[src/cfg_pkg.sv]
/*
 Shared constants for the configuration register bank and its host.
 Assumes a byte-wide register space with 7-bit addresses.
*/
package cfg_pkg;
   localparam int ADDR_W = 7;
   localparam int DATA_W = 8;
   localparam logic [6:0] FAST_SPACE_TOP = 7'h3f;
   localparam logic [6:0] TX_OUTPUT_LEVEL_OFS = 7'h30;
   localparam logic [6:0] CHANNEL_ASSESS_THRESHOLD_OFS = 7'h36;
   localparam logic [6:0] MODEM_CTRL_FIRST_OFS = 7'h46;
   localparam logic [6:0] MODEM_CTRL_SECOND_OFS = 7'h47;
   localparam logic [6:0] RECEIVE_BIAS_CTRL_OFS = 7'h4a;
   localparam logic [6:0] SYNTH_BIAS_CTRL_OFS = 7'h4c;
   localparam logic [6:0] OSCILLATOR_BIAS_CTRL_OFS = 7'h4f;
   localparam logic [6:0] GAIN_LOOP_TARGET_OFS = 7'h53;
   localparam logic [6:0] GAIN_OVERRIDE_EXAMPLE_OFS = 7'h54;
   localparam logic [6:0] CONVERTER_TUNE_A_OFS = 7'h56;
   localparam logic [6:0] CONVERTER_TUNE_B_OFS = 7'h57;
   localparam logic [6:0] CONVERTER_TUNE_C_OFS = 7'h58;
   localparam logic [6:0] ACCESS_DEMO_OFS = 7'h5a;
   localparam logic [7:0] TX_OUTPUT_LEVEL_VAL = 8'h32;
   localparam logic [7:0] CHANNEL_ASSESS_THRESHOLD_VAL = 8'hf8;
   localparam logic [7:0] MODEM_CTRL_FIRST_VAL = 8'h85;
   localparam logic [7:0] MODEM_CTRL_SECOND_VAL = 8'h14;
   localparam logic [7:0] RECEIVE_BIAS_CTRL_VAL = 8'h3f;
   localparam logic [7:0] SYNTH_BIAS_CTRL_VAL = 8'h5a;
   localparam logic [7:0] OSCILLATOR_BIAS_CTRL_VAL = 8'h2b;
   localparam logic [7:0] GAIN_LOOP_TARGET_VAL = 8'h11;
   localparam logic [7:0] CONVERTER_TUNE_A_VAL = 8'h10;
   localparam logic [7:0] CONVERTER_TUNE_B_VAL = 8'h0e;
   localparam logic [7:0] CONVERTER_TUNE_C_VAL = 8'h03;
   localparam logic [7:0] REG_RESET_VAL = 8'h00;
   localparam logic [7:0] GAIN_OVERRIDE_RESET = 8'h00;
   // Demo register bits: [7] fixed low, [6] fixed high, [5] write-high-only,
   // [4] write-low-only, [3:0] plain read/write.
   localparam int DEMO_FIXED_LOW_BIT = 7;
   localparam int DEMO_FIXED_HIGH_BIT = 6;
   localparam int DEMO_WRITE_HIGH_BIT = 5;
   localparam int DEMO_WRITE_LOW_BIT = 4;
   localparam logic [7:0] ACCESS_DEMO_RESET = 8'h50;
   // Gain override: bit 7 selects manual, bits [6:0] hold the manual value.
   localparam int GAIN_MANUAL_BIT = 7;
   localparam int NUM_TUNE = 11;
   typedef enum logic [1:0] {
      fast_reg_read_instr, fast_reg_write_instr,
      memory_read_instr, memory_write_instr
   } instr_e;
endpackage : cfg_pkg

[src/cfg_link_if.sv]
/*
 Instruction link between host and register bank.
 Assumes both ends share clk; one instruction per valid pulse.
*/
`timescale 1ns/1ps
interface cfg_link_if;
   logic req_valid;
   cfg_pkg::instr_e req_instr;
   logic [6:0] req_addr;
   logic [7:0] req_wdata;
   logic rsp_valid;
   logic [7:0] rsp_rdata;
   logic rsp_refused;
   modport device (input req_valid, req_instr, req_addr, req_wdata,
      output rsp_valid, rsp_rdata, rsp_refused);
   modport host (output req_valid, req_instr, req_addr, req_wdata,
      input rsp_valid, rsp_rdata, rsp_refused);
endinterface : cfg_link_if

[src/effective_select.sv]
/*
 Chooses between a generated value and a manual override.
 Assumes both inputs are on the same clock as the reader.
*/
`timescale 1ns/1ps
module effective_select #(
   parameter int WIDTH = 7
) (
   // Sources
   input wire logic manual_en,
   input wire logic [WIDTH-1:0] manual_val,
   input wire logic [WIDTH-1:0] auto_val,
   // Result
   output logic [WIDTH-1:0] effective_val
);
   if (WIDTH < 1) begin : g_width_check
      $error("WIDTH must be positive.");
   end
   assign effective_val = manual_en ? manual_val : auto_val;
endmodule : effective_select

[src/cfg_device.sv]
/*
 Register bank end: access modes, effective-value read and the tuning
 registers that drive the radio settings.
 Assumes a host on cfg_link_if and a generated gain value from the radio.
*/
`timescale 1ns/1ps
module cfg_device (
   // Clock and reset
   input wire logic clk,
   input wire logic sys_rst,
   // Link
   cfg_link_if.device link,
   // Radio side
   input wire logic [6:0] auto_gain,
   input wire logic deepest_sleep_mode,
   output logic [7:0] tx_output_level,
   output logic [7:0] channel_assess_threshold,
   output logic [7:0] modem_ctrl_first,
   output logic [7:0] modem_ctrl_second,
   output logic [6:0] gain_in_use,
   output logic two_zero_symbols_req,
   output logic delimiter_both_req
);
   logic [7:0] tune_reg [cfg_pkg::NUM_TUNE];
   logic [7:0] tune_next [cfg_pkg::NUM_TUNE];
   logic [7:0] gain_ovr_reg, gain_ovr_next;
   logic [6:0] gain_use_reg, gain_use_next;
   logic [7:0] demo_reg, demo_next;
   logic rsp_valid_reg, rsp_valid_next;
   logic [7:0] rsp_rdata_reg, rsp_rdata_next;
   logic rsp_refused_reg, rsp_refused_next;
   logic two_zero_reg, two_zero_next;
   logic delim_both_reg, delim_both_next;
   logic [6:0] gain_eff;
   logic is_wr, is_rd, allowed, wr_ok;
   logic hit_gain, hit_demo;
   logic [7:0] rd_val;
   logic [7:0] w;

   localparam logic [6:0] TUNE_OFS [cfg_pkg::NUM_TUNE] = '{
      cfg_pkg::TX_OUTPUT_LEVEL_OFS, cfg_pkg::CHANNEL_ASSESS_THRESHOLD_OFS,
      cfg_pkg::MODEM_CTRL_FIRST_OFS, cfg_pkg::MODEM_CTRL_SECOND_OFS,
      cfg_pkg::RECEIVE_BIAS_CTRL_OFS, cfg_pkg::SYNTH_BIAS_CTRL_OFS,
      cfg_pkg::OSCILLATOR_BIAS_CTRL_OFS, cfg_pkg::GAIN_LOOP_TARGET_OFS,
      cfg_pkg::CONVERTER_TUNE_A_OFS, cfg_pkg::CONVERTER_TUNE_B_OFS,
      cfg_pkg::CONVERTER_TUNE_C_OFS};

   effective_select #(.WIDTH(7)) gain_sel (
      .manual_en(gain_ovr_reg[cfg_pkg::GAIN_MANUAL_BIT]),
      .manual_val(gain_ovr_reg[6:0]),
      .auto_val(auto_gain),
      .effective_val(gain_eff)
   );

   // Decodes the request and picks the value that a read returns.
   always_comb begin
      w = link.req_wdata;
      is_wr = link.req_valid
         && (link.req_instr == cfg_pkg::fast_reg_write_instr
         || link.req_instr == cfg_pkg::memory_write_instr);
      is_rd = link.req_valid
         && (link.req_instr == cfg_pkg::fast_reg_read_instr
         || link.req_instr == cfg_pkg::memory_read_instr);
      // Fast instructions reach only the fast space.
      allowed = (link.req_instr == cfg_pkg::memory_read_instr)
         || (link.req_instr == cfg_pkg::memory_write_instr)
         || (link.req_addr <= cfg_pkg::FAST_SPACE_TOP);
      wr_ok = is_wr && allowed;
      hit_gain = (link.req_addr == cfg_pkg::GAIN_OVERRIDE_EXAMPLE_OFS);
      hit_demo = (link.req_addr == cfg_pkg::ACCESS_DEMO_OFS);
      rd_val = 8'h00;
      if (hit_gain) begin
         // Low bits read the effective value gain_eff, not the stored override.
         rd_val = {gain_ovr_reg[cfg_pkg::GAIN_MANUAL_BIT], gain_eff};
      end else if (hit_demo) begin
         rd_val = demo_reg;
         rd_val[cfg_pkg::DEMO_FIXED_LOW_BIT] = 1'b0;
         rd_val[cfg_pkg::DEMO_FIXED_HIGH_BIT] = 1'b1;
      end else begin
         for (int i = 0; i < cfg_pkg::NUM_TUNE; i++) begin
            if (link.req_addr == TUNE_OFS[i]) begin
               rd_val = tune_reg[i];
            end
         end
      end
   end

   // Tuning registers; deepest sleep loses them.
   always_comb begin
      tune_next = tune_reg;
      for (int i = 0; i < cfg_pkg::NUM_TUNE; i++) begin
         if (wr_ok && link.req_addr == TUNE_OFS[i]) begin
            tune_next[i] = w;
         end
      end
      if (deepest_sleep_mode) begin
         for (int i = 0; i < cfg_pkg::NUM_TUNE; i++) begin
            tune_next[i] = cfg_pkg::REG_RESET_VAL;
         end
      end
   end

   always_ff @(posedge clk) begin
      if (sys_rst) begin
         for (int i = 0; i < cfg_pkg::NUM_TUNE; i++) begin
            tune_reg[i] <= cfg_pkg::REG_RESET_VAL;
         end
      end else begin
         tune_reg <= tune_next;
      end
   end

   // Manual gain override and the gain value in use.
   always_comb begin
      gain_ovr_next = gain_ovr_reg;
      if (wr_ok && hit_gain) begin
         gain_ovr_next = w;
      end
      gain_use_next = gain_eff;
   end

   always_ff @(posedge clk) begin
      if (sys_rst) begin
         gain_ovr_reg <= cfg_pkg::GAIN_OVERRIDE_RESET;
         gain_use_reg <= 7'h00;
      end else begin
         gain_ovr_reg <= gain_ovr_next;
         gain_use_reg <= gain_use_next;
      end
   end

   // Register that shows each bit access mode.
   always_comb begin
      demo_next = demo_reg;
      if (wr_ok && hit_demo) begin
         // Fixed bits keep their value without any error.
         demo_next[3:0] = w[3:0];
         if (w[cfg_pkg::DEMO_WRITE_HIGH_BIT]) begin
            demo_next[cfg_pkg::DEMO_WRITE_HIGH_BIT] = 1'b1;
         end
         if (!w[cfg_pkg::DEMO_WRITE_LOW_BIT]) begin
            demo_next[cfg_pkg::DEMO_WRITE_LOW_BIT] = 1'b0;
         end
      end
   end

   always_ff @(posedge clk) begin
      if (sys_rst) begin
         demo_reg <= cfg_pkg::ACCESS_DEMO_RESET;
      end else begin
         demo_reg <= demo_next;
      end
   end

   // One answer for each request, in the following cycle.
   always_comb begin
      rsp_valid_next = link.req_valid;
      rsp_refused_next = link.req_valid && !allowed;
      rsp_rdata_next = 8'h00;
      if (is_rd && allowed) begin
         rsp_rdata_next = rd_val;
      end
   end

   always_ff @(posedge clk) begin
      if (sys_rst) begin
         rsp_valid_reg <= 1'b0;
         rsp_rdata_reg <= 8'h00;
         rsp_refused_reg <= 1'b0;
      end else begin
         rsp_valid_reg <= rsp_valid_next;
         rsp_rdata_reg <= rsp_rdata_next;
         rsp_refused_reg <= rsp_refused_next;
      end
   end

   // Modem first 0x85 asks for two zero symbols before sync.
   // Modem second 0x14 drops the both-symbols requirement.
   always_comb begin
      two_zero_next = (tune_reg[2] == cfg_pkg::MODEM_CTRL_FIRST_VAL);
      delim_both_next =
         (tune_reg[3] != cfg_pkg::MODEM_CTRL_SECOND_VAL);
   end

   always_ff @(posedge clk) begin
      if (sys_rst) begin
         two_zero_reg <= 1'b0;
         delim_both_reg <= 1'b0;
      end else begin
         two_zero_reg <= two_zero_next;
         delim_both_reg <= delim_both_next;
      end
   end

   assign link.rsp_valid = rsp_valid_reg;
   assign link.rsp_rdata = rsp_rdata_reg;
   assign link.rsp_refused = rsp_refused_reg;
   assign tx_output_level = tune_reg[0];
   assign channel_assess_threshold = tune_reg[1];
   assign modem_ctrl_first = tune_reg[2];
   assign modem_ctrl_second = tune_reg[3];
   assign gain_in_use = gain_use_reg;
   assign two_zero_symbols_req = two_zero_reg;
   assign delimiter_both_req = delim_both_reg;
endmodule : cfg_device

[src/flat_wrapper.sv]
// flat-port wrapper written by rule: the top's interface ports become plain ports
module cfg_device_flat 
  (clk, sys_rst, auto_gain, deepest_sleep_mode, tx_output_level, channel_assess_threshold, modem_ctrl_first, modem_ctrl_second, gain_in_use, two_zero_symbols_req, delimiter_both_req, link_req_valid, link_req_instr, link_req_addr, link_req_wdata, link_rsp_valid, link_rsp_rdata, link_rsp_refused);
  cfg_link_if link_i ();
  input wire logic clk;
  input wire logic sys_rst;
  input wire logic [6:0] auto_gain;
  input wire logic deepest_sleep_mode;
  output logic [7:0] tx_output_level;
  output logic [7:0] channel_assess_threshold;
  output logic [7:0] modem_ctrl_first;
  output logic [7:0] modem_ctrl_second;
  output logic [6:0] gain_in_use;
  output logic two_zero_symbols_req;
  output logic delimiter_both_req;
  input wire logic [$bits(link_i.req_valid)-1:0] link_req_valid;
  input wire logic [$bits(link_i.req_instr)-1:0] link_req_instr;
  input wire logic [$bits(link_i.req_addr)-1:0] link_req_addr;
  input wire logic [$bits(link_i.req_wdata)-1:0] link_req_wdata;
  output wire logic [$bits(link_i.rsp_valid)-1:0] link_rsp_valid;
  output wire logic [$bits(link_i.rsp_rdata)-1:0] link_rsp_rdata;
  output wire logic [$bits(link_i.rsp_refused)-1:0] link_rsp_refused;
  assign link_i.req_valid = link_req_valid;
  assign link_i.req_instr = link_req_instr;
  assign link_i.req_addr = link_req_addr;
  assign link_i.req_wdata = link_req_wdata;
  assign link_rsp_valid = link_i.rsp_valid;
  assign link_rsp_rdata = link_i.rsp_rdata;
  assign link_rsp_refused = link_i.rsp_refused;
  cfg_device u_core (.clk(clk), .sys_rst(sys_rst), .link(link_i), .auto_gain(auto_gain), .deepest_sleep_mode(deepest_sleep_mode), .tx_output_level(tx_output_level), .channel_assess_threshold(channel_assess_threshold), .modem_ctrl_first(modem_ctrl_first), .modem_ctrl_second(modem_ctrl_second), .gain_in_use(gain_in_use), .two_zero_symbols_req(two_zero_symbols_req), .delimiter_both_req(delimiter_both_req));
endmodule
[config.mk]
export PLATFORM = sky130hd
export DESIGN_NAME = cfg_device_flat
export DESIGN_NICKNAME = d
export VERILOG_FILES = /design/src/cfg_pkg.sv /design/src/cfg_link_if.sv /design/src/effective_select.sv /design/src/cfg_device.sv /design/src/flat_wrapper.sv
export SDC_FILE = /design/constraint.sdc
export NUM_CORES = 1
export LEC_CHECK = 0
export BUFFER_PORTS_ARGS = -buffer_cell sky130_fd_sc_hd__buf_4
export CORE_MARGIN = 5
export CORE_UTILIZATION = 50
export DETAILED_ROUTE_END_ITERATION = 16
export PLACE_DENSITY = 0.76
export SYNTH_ARGS = -nofsm -noshare
export SYNTH_HDL_FRONTEND = slang
export SYNTH_SLANG_ARGS = --single-unit
[constraint.sdc]
create_clock -name clk -period 2.05 [get_ports clk]
set_clock_uncertainty 0.15 [all_clocks]
set_input_delay 0.5125 -clock clk [delete_from_list [all_inputs] [get_ports clk]]
set_output_delay 0.5125 -clock clk [all_outputs]
set_load 0.03 [all_outputs]
==> results of run 1 <==
-- cells by family (layout without fill, tap and decap cells) --
family                 after synthesis  after routing  share of synthesized area
buffers and inverters               88            209                    0.08932
AND/OR/NAND/NOR                    243            243                     0.2164
flip-flops                         121            121                     0.4127
AO/OA/AOI/OAI                      148            148                     0.1637
multiplexers                        69             69                     0.1179
-- power groups by stage --
stage	Clock (mW)	Sequential (mW)	Combinational [mW]
2_1_floorplan	0	2.44	0.223
6_report	3.25	2.37	0.500
3_3_place_gp	0	2.42	0.477
3_5_place_dp	0	2.42	0.485
5_1_grt	3.39	2.37	0.524
4_1_cts	3.26	2.37	0.489
-- metal layers --
| metal | vias up | global-route usage | part of all wire |
|---|---|---|---|
| met5 | - | 0 | 0 |
| met4 | 0 | 0.1355 | 0.039 |
| met3 | 58 | 0.07641 | 0.079 |
| met2 | 266 | 0.4441 | 0.48 |
| met1 | 2728 | 0.3453 | 0.41 |
| li1 | 2564 | - | - |
-- worst min-delay path by stage --
stage | startpoint | endpoint | slack, ns | cells past startpoint
CTS | link_req_valid | u_core.link.rsp_valid$_SDFF_PP0_ | 0.22 | 3
global route | link_req_valid | u_core.link.rsp_valid$_SDFF_PP0_ | 0.24 | 3
floorplan | u_core.demo_reg[4]$_SDFFE_PP1P_ | u_core.demo_reg[4]$_SDFFE_PP1P_ | 0.28 | 1
detailed placement | u_core.tune_reg[43]$_SDFFE_PP0P_ | u_core.tune_reg[43]$_SDFFE_PP0P_ | 0.30 | 2
finish | link_req_valid | u_core.link.rsp_valid$_SDFF_PP0_ | 0.23 | 3
global placement | u_core.gain_ovr_reg[1]$_SDFFE_PP0P_ | u_core.gain_ovr_reg[1]$_SDFFE_PP0P_ | 0.29 | 2
-- placed cells by master, fill, tap and decap left out, types with 3 or more instances in the layout --
cell type and count:
a21oi_1 56, o21ai_0 20, nand2_1 85, nor3_2 3, nand3_1 13, bufinv_16 5, nor2_1 85, and3_1 6
mux2i_1 68, nor4_1 3, o22ai_1 16, a221o_1 6, and3b_1 4, clkbuf_1 4, nor3_4 5, buf_12 13
inv_1 5, a221oi_1 19, dfxtp_1 120, nand3b_1 4, clkbuf_16 17, o221ai_1 5, a22oi_1 4, buf_4 160
o211ai_1 8, nand2b_1 6
-- worst register-to-register path, stage by stage, from the launching register on --
cell	delay [ns]
dfxtp_2	0.44
mux2i_1	0.36
a221oi_1	0.19
a221oi_1	0.45
o22ai_1	0.16
-- per-stage QoR --
| step | setup WS, ns | power, mW | util | hold slack [ns] |
|---|---|---|---|---|
| after detailed placement | -0.3005 | 2.903 | 0.6113 | 0.2950 |
| after global placement | -0.1863 | 2.895 | 0.6113 | 0.2893 |
| after CTS | 0.06504 | 6.122 | 0.6668 | 0.2235 |
| after floorplan | 0.001998 | 2.663 | - | 0.2765 |
| after global routing | 0.001497 | 6.281 | 0.6674 | 0.2375 |
| final | 0.06015 | 6.120 | 0.6674 | 0.2337 |
-- timing repair --
action                                  CTS  global route
gates resized for setup                   0             2
buffers inserted                          0             0
hold buffers                              0             0
endpoints found under the setup margin    0             5
-- cell type report --
cell class	count	area share
well taps	143	0.02338
flip-flops and latches	121	0.3167
inverters	5	0.002452
multi-input cells	460	0.3835
clock buffers	23	0.06114
repair buffers	173	0.1909
clock inverters	8	0.02191
==> summary.md, run 1 <==
| Metric | Value |
|---|---|
| Outcome | completed |
| P&R area growth vs syn | 30.40% |
| Routed len/inst | 20.88 microns |
| Crit Reg-Reg Endpoint | u_core.link.rsp_rdata[3]$_SDFF_PP0_ |
| Routability cong. | 1.006 |
| Slowest stage delay, CP | 0.45 ns |
| IO buf count | 78 |
| Max Slew Vio Count | 0 |
| Largest net degree at the start of global routing | 89 |
| Bufs on Longest Clock Path | 2 |
| Max VDD drop | 0.7524 mV |
| CP max stage cell | a221oi_1 |
| CTS clk-pin slew, worst paths | 0.06 ns |
| R2R depth | 4 |
| R2R Path Start | u_core.gain_ovr_reg[7]$_SDFFE_PP0P_ |
| Final setup TNS | 0 ns |
| Clock root buffer | clkbuf_16 |
| Worst Path Required | 2.18 ns |
| Final net count | 806 |
| Least-Margin Pin Slew | 0.4808 ns |
| Worst path cell trace | buf_4 -> buf_4 -> nor4bb_2 -> buf_4 -> buf_4 -> a221oi_1 -> a221oi_1 -> o22ai_1 |
| Net Sw Frac | 0.2204 |
| Relative slew margins | 0.6795 |
| Clk pwr share | 0.531 |
| R2r setup slk | 0.17 ns |
| Pleak | 2.927 nW |
| Commonest cells in the synthesized netlist | dfxtp_1, nand2_1, nor2_1 |
| Final Hold Fails | 0 |
| Seq pwr share | 0.387 |
| Layout cells sized above 1 | 0.2848 |
| Unrepaired setup endpoints after global routing | false |
| Post-detail-place hpwl | 13.61 mm |
| Post-Layout Cell Count | 933 |
| Core Rows | 39 |
| Setup CP Type | in2reg |
| Post-route ant nets | 0 |
| Post-Synthesis Cell Area | 0.005869 sq mm |
| Yosys top cell area share | 0.4127 |
| Total Routing Usage GR | 0.2776 |
| Achievable Freq | 0.5026 GHz |
| Drt drc | 0 |
| Die width | 118.3 microns |
| I/O Pins | 79 |
| Power density cells | 799.6 mW/mm^2 |
| ANT cells | 0 |
| Final period util | 0.9707 |
| Synth area leader | dfxtp_1 |
| TritonCTS clock tree | yes |
| Wirelength, routed | 19.48 mm |
| Area of the multi-input gates | 0.002935 sq mm |
| Arrival time worst endpoint | 2.12 ns |
| Initial DRC count | 529 |
| Synthesized flop and latch total | 121 |
| Post-synthesis cell type count | 58 |
| Switch Pwr | 1.349 mW |
| FFs w/ async S/R, synth | 0 |
| Seq/Total Area, Yosys | 0.4127 |
| Vias | 5616 |
| Die Height | 118.3 microns |
| GR Overflow Total | 0 |
| Die area | 0.01401 sq mm |
| Total CTS buffers | 17 |
| CP Launch Type | input port |
| Post-synth EDFFs | 0 |
| Net Count, Synth | 697 |
| First-pass detailed-route iteration total | 5 |
| Crit path to | u_core.link.rsp_rdata[3]$_SDFF_PP0_ |
| Worst path buffer plus inverter count | 4 |
| Synth warnings | 0 |
| CP max FO | 10 |
| Max-cap violation count | 0 |
| Comb pwr share | 0.082 |
| Worst Setup SP | link_req_addr[0] |
| Final min period | 1.990 ns |
| Internal power | 4.771 mW |
| Initial Util | 0.5118 |
| Crit. End Element | flip-flop |
| Vias in the first global route | 5627 |
| Cell area after layout | 0.007654 sq mm |
| First-pass GRT wire length | 30.46 mm |
| Clock sink count | 121 |
| Htree depth | 4 |
| Max reg flops | 56 |
| Worst skew pair latency | 0.42 ns |
| Mapped Cells | 669 |
| Post-DP Area | 0.007010 sq mm |
| Count leader, synth | dfxtp_1 |
| Final setup fails | 0 |
| Synth top area cells | dfxtp_1, mux2i_1, nand2_1 |
| Crit path max-delay family | compound AO/OA/AOI/OAI gates |
| Ys flop type | dfxtp_1 |
| Placed cell count | 902 |
| Register area | 0.002424 sq mm |
| Mean Syn Cell Area | 8.773 sq um |
| Core Area | 0.01147 sq mm |
| Antenna violations before repair | 0 |
| Critical path depth in cells | 8 |
| HP Class | in2reg |
| Worst path most repeated cell | buf_4 |
| # fillers | 895 |
| Vias/cell | 6.019 |
Power figures use the tool's default switching activity.
==> run 2, diff against run 1 <==
--- a/config.mk
+++ b/config.mk
@@ -7,9 +7,9 @@
 export LEC_CHECK = 0
 export BUFFER_PORTS_ARGS = -buffer_cell sky130_fd_sc_hd__buf_4
 export CORE_MARGIN = 5
-export CORE_UTILIZATION = 50
+export CORE_UTILIZATION = 39
 export DETAILED_ROUTE_END_ITERATION = 16
-export PLACE_DENSITY = 0.76
+export PLACE_DENSITY = 0.62
 export SYNTH_ARGS = -nofsm -noshare
 export SYNTH_HDL_FRONTEND = slang
 export SYNTH_SLANG_ARGS = --single-unit
==> summary.md, run 2 (synthesis results as in run 1) <==
| Metric | Value |
|---|---|
| Relative slew margins | 0.7107 (was 0.6795) |
| Arrival time worst endpoint | 2.05 ns (was 2.12 ns) |
| Routed len/inst | 20.08 microns (was 20.88 microns) |
| Initial Util | 0.4008 (was 0.5118) |
| Outcome | completed (unchanged) |
| Clock root buffer | clkbuf_16 (unchanged) |
| # fillers | 1334 (was 895) |
| R2R depth | 5 (was 4) |
| Total CTS buffers | 17 (unchanged) |
| Drt drc | 0 (unchanged) |
| R2r setup slk | 0.20 ns (was 0.17 ns) |
| Area of the multi-input gates | 0.002930 sq mm (was 0.002935 sq mm) |
| CP Launch Type | input port (unchanged) |
| Bufs on Longest Clock Path | 2 (unchanged) |
| TritonCTS clock tree | yes (unchanged) |
| Hold Startpoint | link_req_valid (unchanged) |
| Max VDD drop | 0.5234 mV (was 0.7524 mV) |
| I/O Pins | 79 (unchanged) |
| ANT cells | 0 (unchanged) |
| Wirelength, routed | 19.56 mm (was 19.48 mm) |
| Final period util | 0.9374 (was 0.9707) |
| CP max FO | 12 (was 10) |
| Least-Margin Pin Slew | 0.4281 ns (was 0.4808 ns) |
| Hold depth | 3 (unchanged) |
| Power density cells | 780.8 mW/mm^2 (was 799.6 mW/mm^2) |
| Core Area | 0.01464 sq mm (was 0.01147 sq mm) |
| Die area | 0.01760 sq mm (was 0.01401 sq mm) |
| Layout cells sized above 1 | 0.2848 (unchanged) |
| Final Hold Fails | 0 (unchanged) |
| Setup CP Type | in2reg (unchanged) |
| Total Routing Usage GR | 0.2200 (was 0.2776) |
| First-pass GRT wire length | 30.18 mm (was 30.46 mm) |
| Post-detail-place hpwl | 14.30 mm (was 13.61 mm) |
| Unrepaired setup endpoints after global routing | false (unchanged) |
| GR Overflow Total | 0 (unchanged) |
| Post-CTS Hold Fix Bufs | 0 (unchanged) |
| Max reg flops | 56 (unchanged) |
| R2R Path Start | u_core.tune_reg[53]$_SDFFE_PP0P_ (was u_core.gain_ovr_reg[7]$_SDFFE_PP0P_) |
| HP Class | in2reg (unchanged) |
| Clock sink count | 121 (unchanged) |
| Vias in the first global route | 5270 (was 5627) |
| Worst skew pair latency | 0.42 ns (about the same) |
| Achievable Freq | 0.5204 GHz (was 0.5026 GHz) |
| Setup WS pre-CTS | -0.3098 ns (was -0.3005 ns) |
| Worst Path Required | 2.17 ns (was 2.18 ns) |
| Largest net degree at the start of global routing | 33 (was 89) |
| Final setup fails | 0 (unchanged) |
| Vias/cell | 5.587 (was 6.019) |
| P&R area growth vs syn | 30.31% (was 30.40%) |
| IO buf count | 78 (unchanged) |
| Most frequent cells in the layout | buf_4, dfxtp_1, nand2_1, nor2_1, mux2i_1 (unchanged) |
| Hold path endpoint | u_core.link.rsp_valid$_SDFF_PP0_ (unchanged) |
| Initial DRC count | 467 (was 529) |
| Overall Power | 5.972 mW (was 6.120 mW) |
| Final net count | 805 (was 806) |
| Die width | 132.7 microns (was 118.3 microns) |
| Post-route ant nets | 0 (unchanged) |
| Pleak | 2.908 nW (was 2.927 nW) |
| Final min period | 1.922 ns (was 1.990 ns) |
| Max Slew Vio Count | 0 (unchanged) |
| Die Height | 132.7 microns (was 118.3 microns) |
| Register area | 0.002422 sq mm (was 0.002424 sq mm) |
| Max-cap violation count | 0 (unchanged) |
| Crit. End Element | flip-flop (unchanged) |
| CTS clk-pin slew, worst paths | 0.05 ns (was 0.06 ns) |
| Routability cong. | 0.8985 (was 1.006) |
| Commonest non-fill, non-tap cell in the layout | buf_4 (unchanged) |
| Crit Reg-Reg Endpoint | u_core.link.rsp_rdata[5]$_SDFF_PP0_ (was u_core.link.rsp_rdata[3]$_SDFF_PP0_) |
| First-pass detailed-route iteration total | 6 (was 5) |
| PnR worst setup slack | 0.1284 ns (was 0.06015 ns) |
| Vias | 5442 (was 5616) |
| Htree depth | 4 (unchanged) |
| Fin Hold WS | 0.1755 ns (was 0.2337 ns) |
| Antenna violations before repair | 0 (unchanged) |
| Core Rows | 44 (was 39) |
==> run 2: final cells by class <==
| cell class | count | area share |
|---|---|---|
| Inverter | 5 | 0.002454 |
| Multi-Input combinational cell | 460 | 0.3831 |
| Tap cell | 184 | 0.03010 |
| Clock inverter | 7 | 0.01472 |
| Sequential cell | 121 | 0.3167 |
| Clock buffer | 25 | 0.06609 |
| Timing Repair Buffer | 172 | 0.1868 |
==> run 2: how the worst max path moves through the flow <==
stage | start | to | cells past startpoint
after global routing | link_req_addr[2] | u_core.link.rsp_rdata[7]$_SDFF_PP0_ | 7
after CTS | link_req_addr[6] | u_core.link.rsp_rdata[5]$_SDFF_PP0_ | 6
after global placement | link_req_addr[6] | u_core.link.rsp_rdata[5]$_SDFF_PP0_ | 6
after detailed placement | link_req_addr[6] | u_core.link.rsp_rdata[5]$_SDFF_PP0_ | 6
after floorplan | link_req_addr[1] | u_core.link.rsp_rdata[7]$_SDFF_PP0_ | 6
final | link_req_addr[2] | u_core.link.rsp_rdata[5]$_SDFF_PP0_ | 7
==> run 2: timing repair <==
| item | 4_1_cts | 5_1_grt |
|---|---|---|
| gates resized for setup | 0 | 1 |
| setup endpoints to repair | 0 | 1 |
| buffers inserted | 0 | 0 |
==> run 2: metrics by stage <==
stage                     utilization  std cells  cell area, sq um  TNS (ns)
after floorplan                     -        669              5869         0
after global placement         0.4800        942              7029    -10.93
after detailed placement       0.4800        942              7029    -13.05
after CTS                      0.5222        974              7647         0
after global routing           0.5223        974              7649         0
final                          0.5223        974              7649         0
==> run 2: per-layer routing <==
layer  vias to the layer above  share of wire  global-route usage
met5                         -              0                   0
met4                         0          0.021             0.07794
met3                        38          0.061             0.04746
met2                       188           0.47              0.3605
met1                      2645           0.45              0.2866
li1                       2571              -                   -
==> run 2: power breakdown <==
group,internal (mW),leakage [nW],switching [mW]
combinational,0.196,1.63,0.297
clock,2.07,0.303,1.05
sequential,2.37,0.977,0.00300
total,4.63,2.91,1.35
==> run 2: worst max-delay path, cell delays in order <==
cell and delay [ns]:
buf_4 0.17, buf_4 0.16, or3b_1 0.34, a2111oi_0 0.41
o211ai_1 0.16, o21ai_1 0.15, a221oi_1 0.14
==> run 3, diff against run 2 <==
--- a/config.mk
+++ b/config.mk
@@ -6,10 +6,13 @@
 export NUM_CORES = 1
 export LEC_CHECK = 0
 export BUFFER_PORTS_ARGS = -buffer_cell sky130_fd_sc_hd__buf_4
+export CAP_MARGIN = 20
+export CELL_PAD_IN_SITES_DETAIL_PLACEMENT = 0
+export CELL_PAD_IN_SITES_GLOBAL_PLACEMENT = 2
 export CORE_MARGIN = 5
-export CORE_UTILIZATION = 39
+export CORE_UTILIZATION = 38
 export DETAILED_ROUTE_END_ITERATION = 16
-export PLACE_DENSITY = 0.62
+export PLACE_DENSITY = 0.87
 export SYNTH_ARGS = -nofsm -noshare
 export SYNTH_HDL_FRONTEND = slang
 export SYNTH_SLANG_ARGS = --single-unit
==> constraint.sdc (replaced) <==
create_clock -name clk -period 2.25 [get_ports clk]
set_clock_uncertainty 0.15 [all_clocks]
set_input_delay 0.5625 -clock clk [delete_from_list [all_inputs] [get_ports clk]]
set_output_delay 0.5625 -clock clk [all_outputs]
set_load 0.03 [all_outputs]
==> summary.md, run 3 (synthesis results as in run 1) <==
| Metric | Value |
|---|---|
| Htree depth | 4 (unchanged) |
| CTS clk-pin slew, worst paths | 0.05 ns (about the same) |
| Final net count | 796 (was 805) |
| Max VDD drop | 0.5079 mV (was 0.5234 mV) |
| Final Hold Fails | 0 (unchanged) |
| Setup CP Type | in2reg (unchanged) |
| Clock sink count | 121 (unchanged) |
| Commonest non-fill, non-tap cell in the layout | buf_4 (unchanged) |
| Vias in the first global route | 5282 (was 5270) |
| Slowest stage delay, CP | 0.47 ns (was 0.41 ns) |
| Core Rows | 45 (was 44) |
| Clock root buffer | clkbuf_16 (unchanged) |
| Die Height | 134.3 microns (was 132.7 microns) |
| Worst path most repeated cell | buf_4 (unchanged) |
| Final setup fails | 0 (unchanged) |
| Vias | 5341 (was 5442) |
| Initial Util | 0.3861 (was 0.4008) |
| Routed len/inst | 21.10 microns (was 20.08 microns) |
| CP max FO | 10 (was 12) |
| Largest net degree at the start of global routing | 89 (was 33) |
| Post-detail-place hpwl | 14.78 mm (was 14.30 mm) |
| Core Area | 0.01520 sq mm (was 0.01464 sq mm) |
| R2r setup slk | 0.25 ns (was 0.20 ns) |
| Bufs on Longest Clock Path | 2 (unchanged) |
| Post-CTS Hold Fix Bufs | 0 (unchanged) |
| Layout cells sized above 1 | 0.2744 (was 0.2848) |
| I/O Pins | 79 (unchanged) |
| TritonCTS clock tree | yes (unchanged) |
| Unrepaired setup endpoints after global routing | false (unchanged) |
| Die width | 134.3 microns (was 132.7 microns) |
| Max Slew Vio Count | 0 (unchanged) |
| Antenna violations before repair | 0 (unchanged) |
| CP max stage cell | a221oi_1 (was a2111oi_0) |
| P&R area growth vs syn | 29.70% (was 30.31%) |
| Pleak | 2.872 nW (was 2.908 nW) |
| Routability cong. | 0.9209 (was 0.8985) |
| Worst path cell trace | buf_4 -> buf_4 -> nor4bb_2 -> buf_4 -> buf_4 -> a221oi_1 -> a221oi_1 -> o22ai_1 (was buf_4 -> buf_4 -> or3b_1 -> a2111oi_0 -> o211ai_1 -> o21ai_1 -> a221oi_1) |
| Cell area after layout | 0.007612 sq mm (was 0.007649 sq mm) |
| Setup Buffers After CTS | 0 (unchanged) |
| ANT cells | 0 (unchanged) |
| HP Class | in2reg (unchanged) |
| Die area | 0.01803 sq mm (was 0.01760 sq mm) |
| Crit path max-delay family | buffers and inverters (was compound AO/OA/AOI/OAI gates) |
| Initial DRC count | 339 (was 467) |
| Final period util | 0.9495 |
| Total Routing Usage GR | 0.2284 (was 0.2200) |
| Worst path buffer plus inverter count | 4 (was 2) |
| Final min period | 2.136 ns |
| CP Launch Type | input port (unchanged) |
| Final Core Density | 0.5007 (was 0.5223) |
| Worst Path Required | 2.39 ns (was 2.17 ns) |
| First-pass detailed-route iteration total | 4 (was 6) |
| Crit. End Element | flip-flop (unchanged) |
| Relative slew margins | 0.6642 (was 0.7107) |
| Wirelength, routed | 20.42 mm (was 19.56 mm) |
| Post-CTS Resized | 0 (unchanged) |
| Max-cap violation count | 0 (unchanged) |
| First-pass GRT wire length | 31.12 mm (was 30.18 mm) |
| Post-Layout Cell Count | 968 (was 974) |
| Arrival time worst endpoint | 2.27 ns (was 2.05 ns) |
| Post-route ant nets | 0 (unchanged) |
| Max reg flops | 56 (unchanged) |
| GR Overflow Total | 0 (unchanged) |
| Fin Hold WS | 0.2319 ns (was 0.1755 ns) |
| Post-DP Area | 0.006992 sq mm (was 0.007029 sq mm) |
| Outcome | completed (unchanged) |
| Total CTS buffers | 17 (unchanged) |
| Achievable Freq | 0.4681 GHz |
| IO buf count | 78 (unchanged) |
| Vias/cell | 5.518 (was 5.587) |
| Least-Margin Pin Slew | 0.5037 ns (was 0.4281 ns) |
| Most frequent cells in the layout | buf_4, dfxtp_1, nand2_1, nor2_1, mux2i_1 (unchanged) |
| Worst skew pair latency | 0.42 ns (about the same) |
| Drt drc | 0 (unchanged) |
| Placed cell count | 937 (was 942) |
| Power density cells | 724.0 mW/mm^2 (was 780.8 mW/mm^2) |
[run 3: changes by cell type in the layout (fill, tap and decap cells not counted)]
cell	change
buf_12	+2
buf_4	-11
and3b_1	+1
clkbuf_8	-2
and3b_2	-1
bufinv_16	+1
[run 3: metal layers]
metal | track usage | vias to the layer above | part of all wire
li1 | - | 2546 | -
met1 | 0.2923 | 2582 | 0.44
met2 | 0.3656 | 178 | 0.47
met3 | 0.05626 | 35 | 0.057
met4 | 0.1007 | 0 | 0.034
met5 | 0 | - | 0
[run 3: worst paths after layout]
check,to,start,depth (start not counted)
worst max register to register,u_core.link.rsp_rdata[4]$_SDFF_PP0_,u_core.gain_ovr_reg[7]$_SDFFE_PP0P_,4
worst min-delay path,u_core.link.rsp_valid$_SDFF_PP0_,link_req_valid,3
worst min register to register,u_core.tune_reg[38]$_SDFFE_PP0P_,u_core.tune_reg[38]$_SDFFE_PP0P_,2
worst max-delay path,u_core.link.rsp_rdata[4]$_SDFF_PP0_,link_req_addr[0],8
[run 3: layout make-up]
type | count | area [sq um]
Clock buffer | 23 | 478.0
Timing Repair Buffer | 163 | 1386
Sequential cell | 121 | 2422
Multi-Input combinational cell | 460 | 2929
Clock inverter | 8 | 142.6
Fill cell | 1439 | 7590
Inverter | 5 | 18.77
Tap cell | 188 | 235.2
[run 3: power by group]
group / total (mW) / internal (mW) / switching, mW
clock: 2.91 / 1.93 / 0.978
combinational: 0.446 / 0.171 / 0.276
sequential: 2.16 / 2.15 / 0.00373
[run 3: metrics by stage]
step / total power [mW] / worst slack [ns] / setup TNS, ns
after CTS: 5.543 / 0.1870 / 0
after detailed placement: 2.648 / -0.2460 / -3.331
after floorplan: 2.426 / 0.1495 / 0
after global placement: 2.647 / -0.2418 / -2.962
final: 5.511 / 0.1136 / 0
after global routing: 5.674 / 0.06179 / 0
[run 3: worst register-to-register path, cell delays in order (launching register included)]
cell and delay (ns):
dfxtp_1 0.49, mux2i_1 0.40, a221oi_1 0.21, a221oi_1 0.47
o22ai_1 0.14
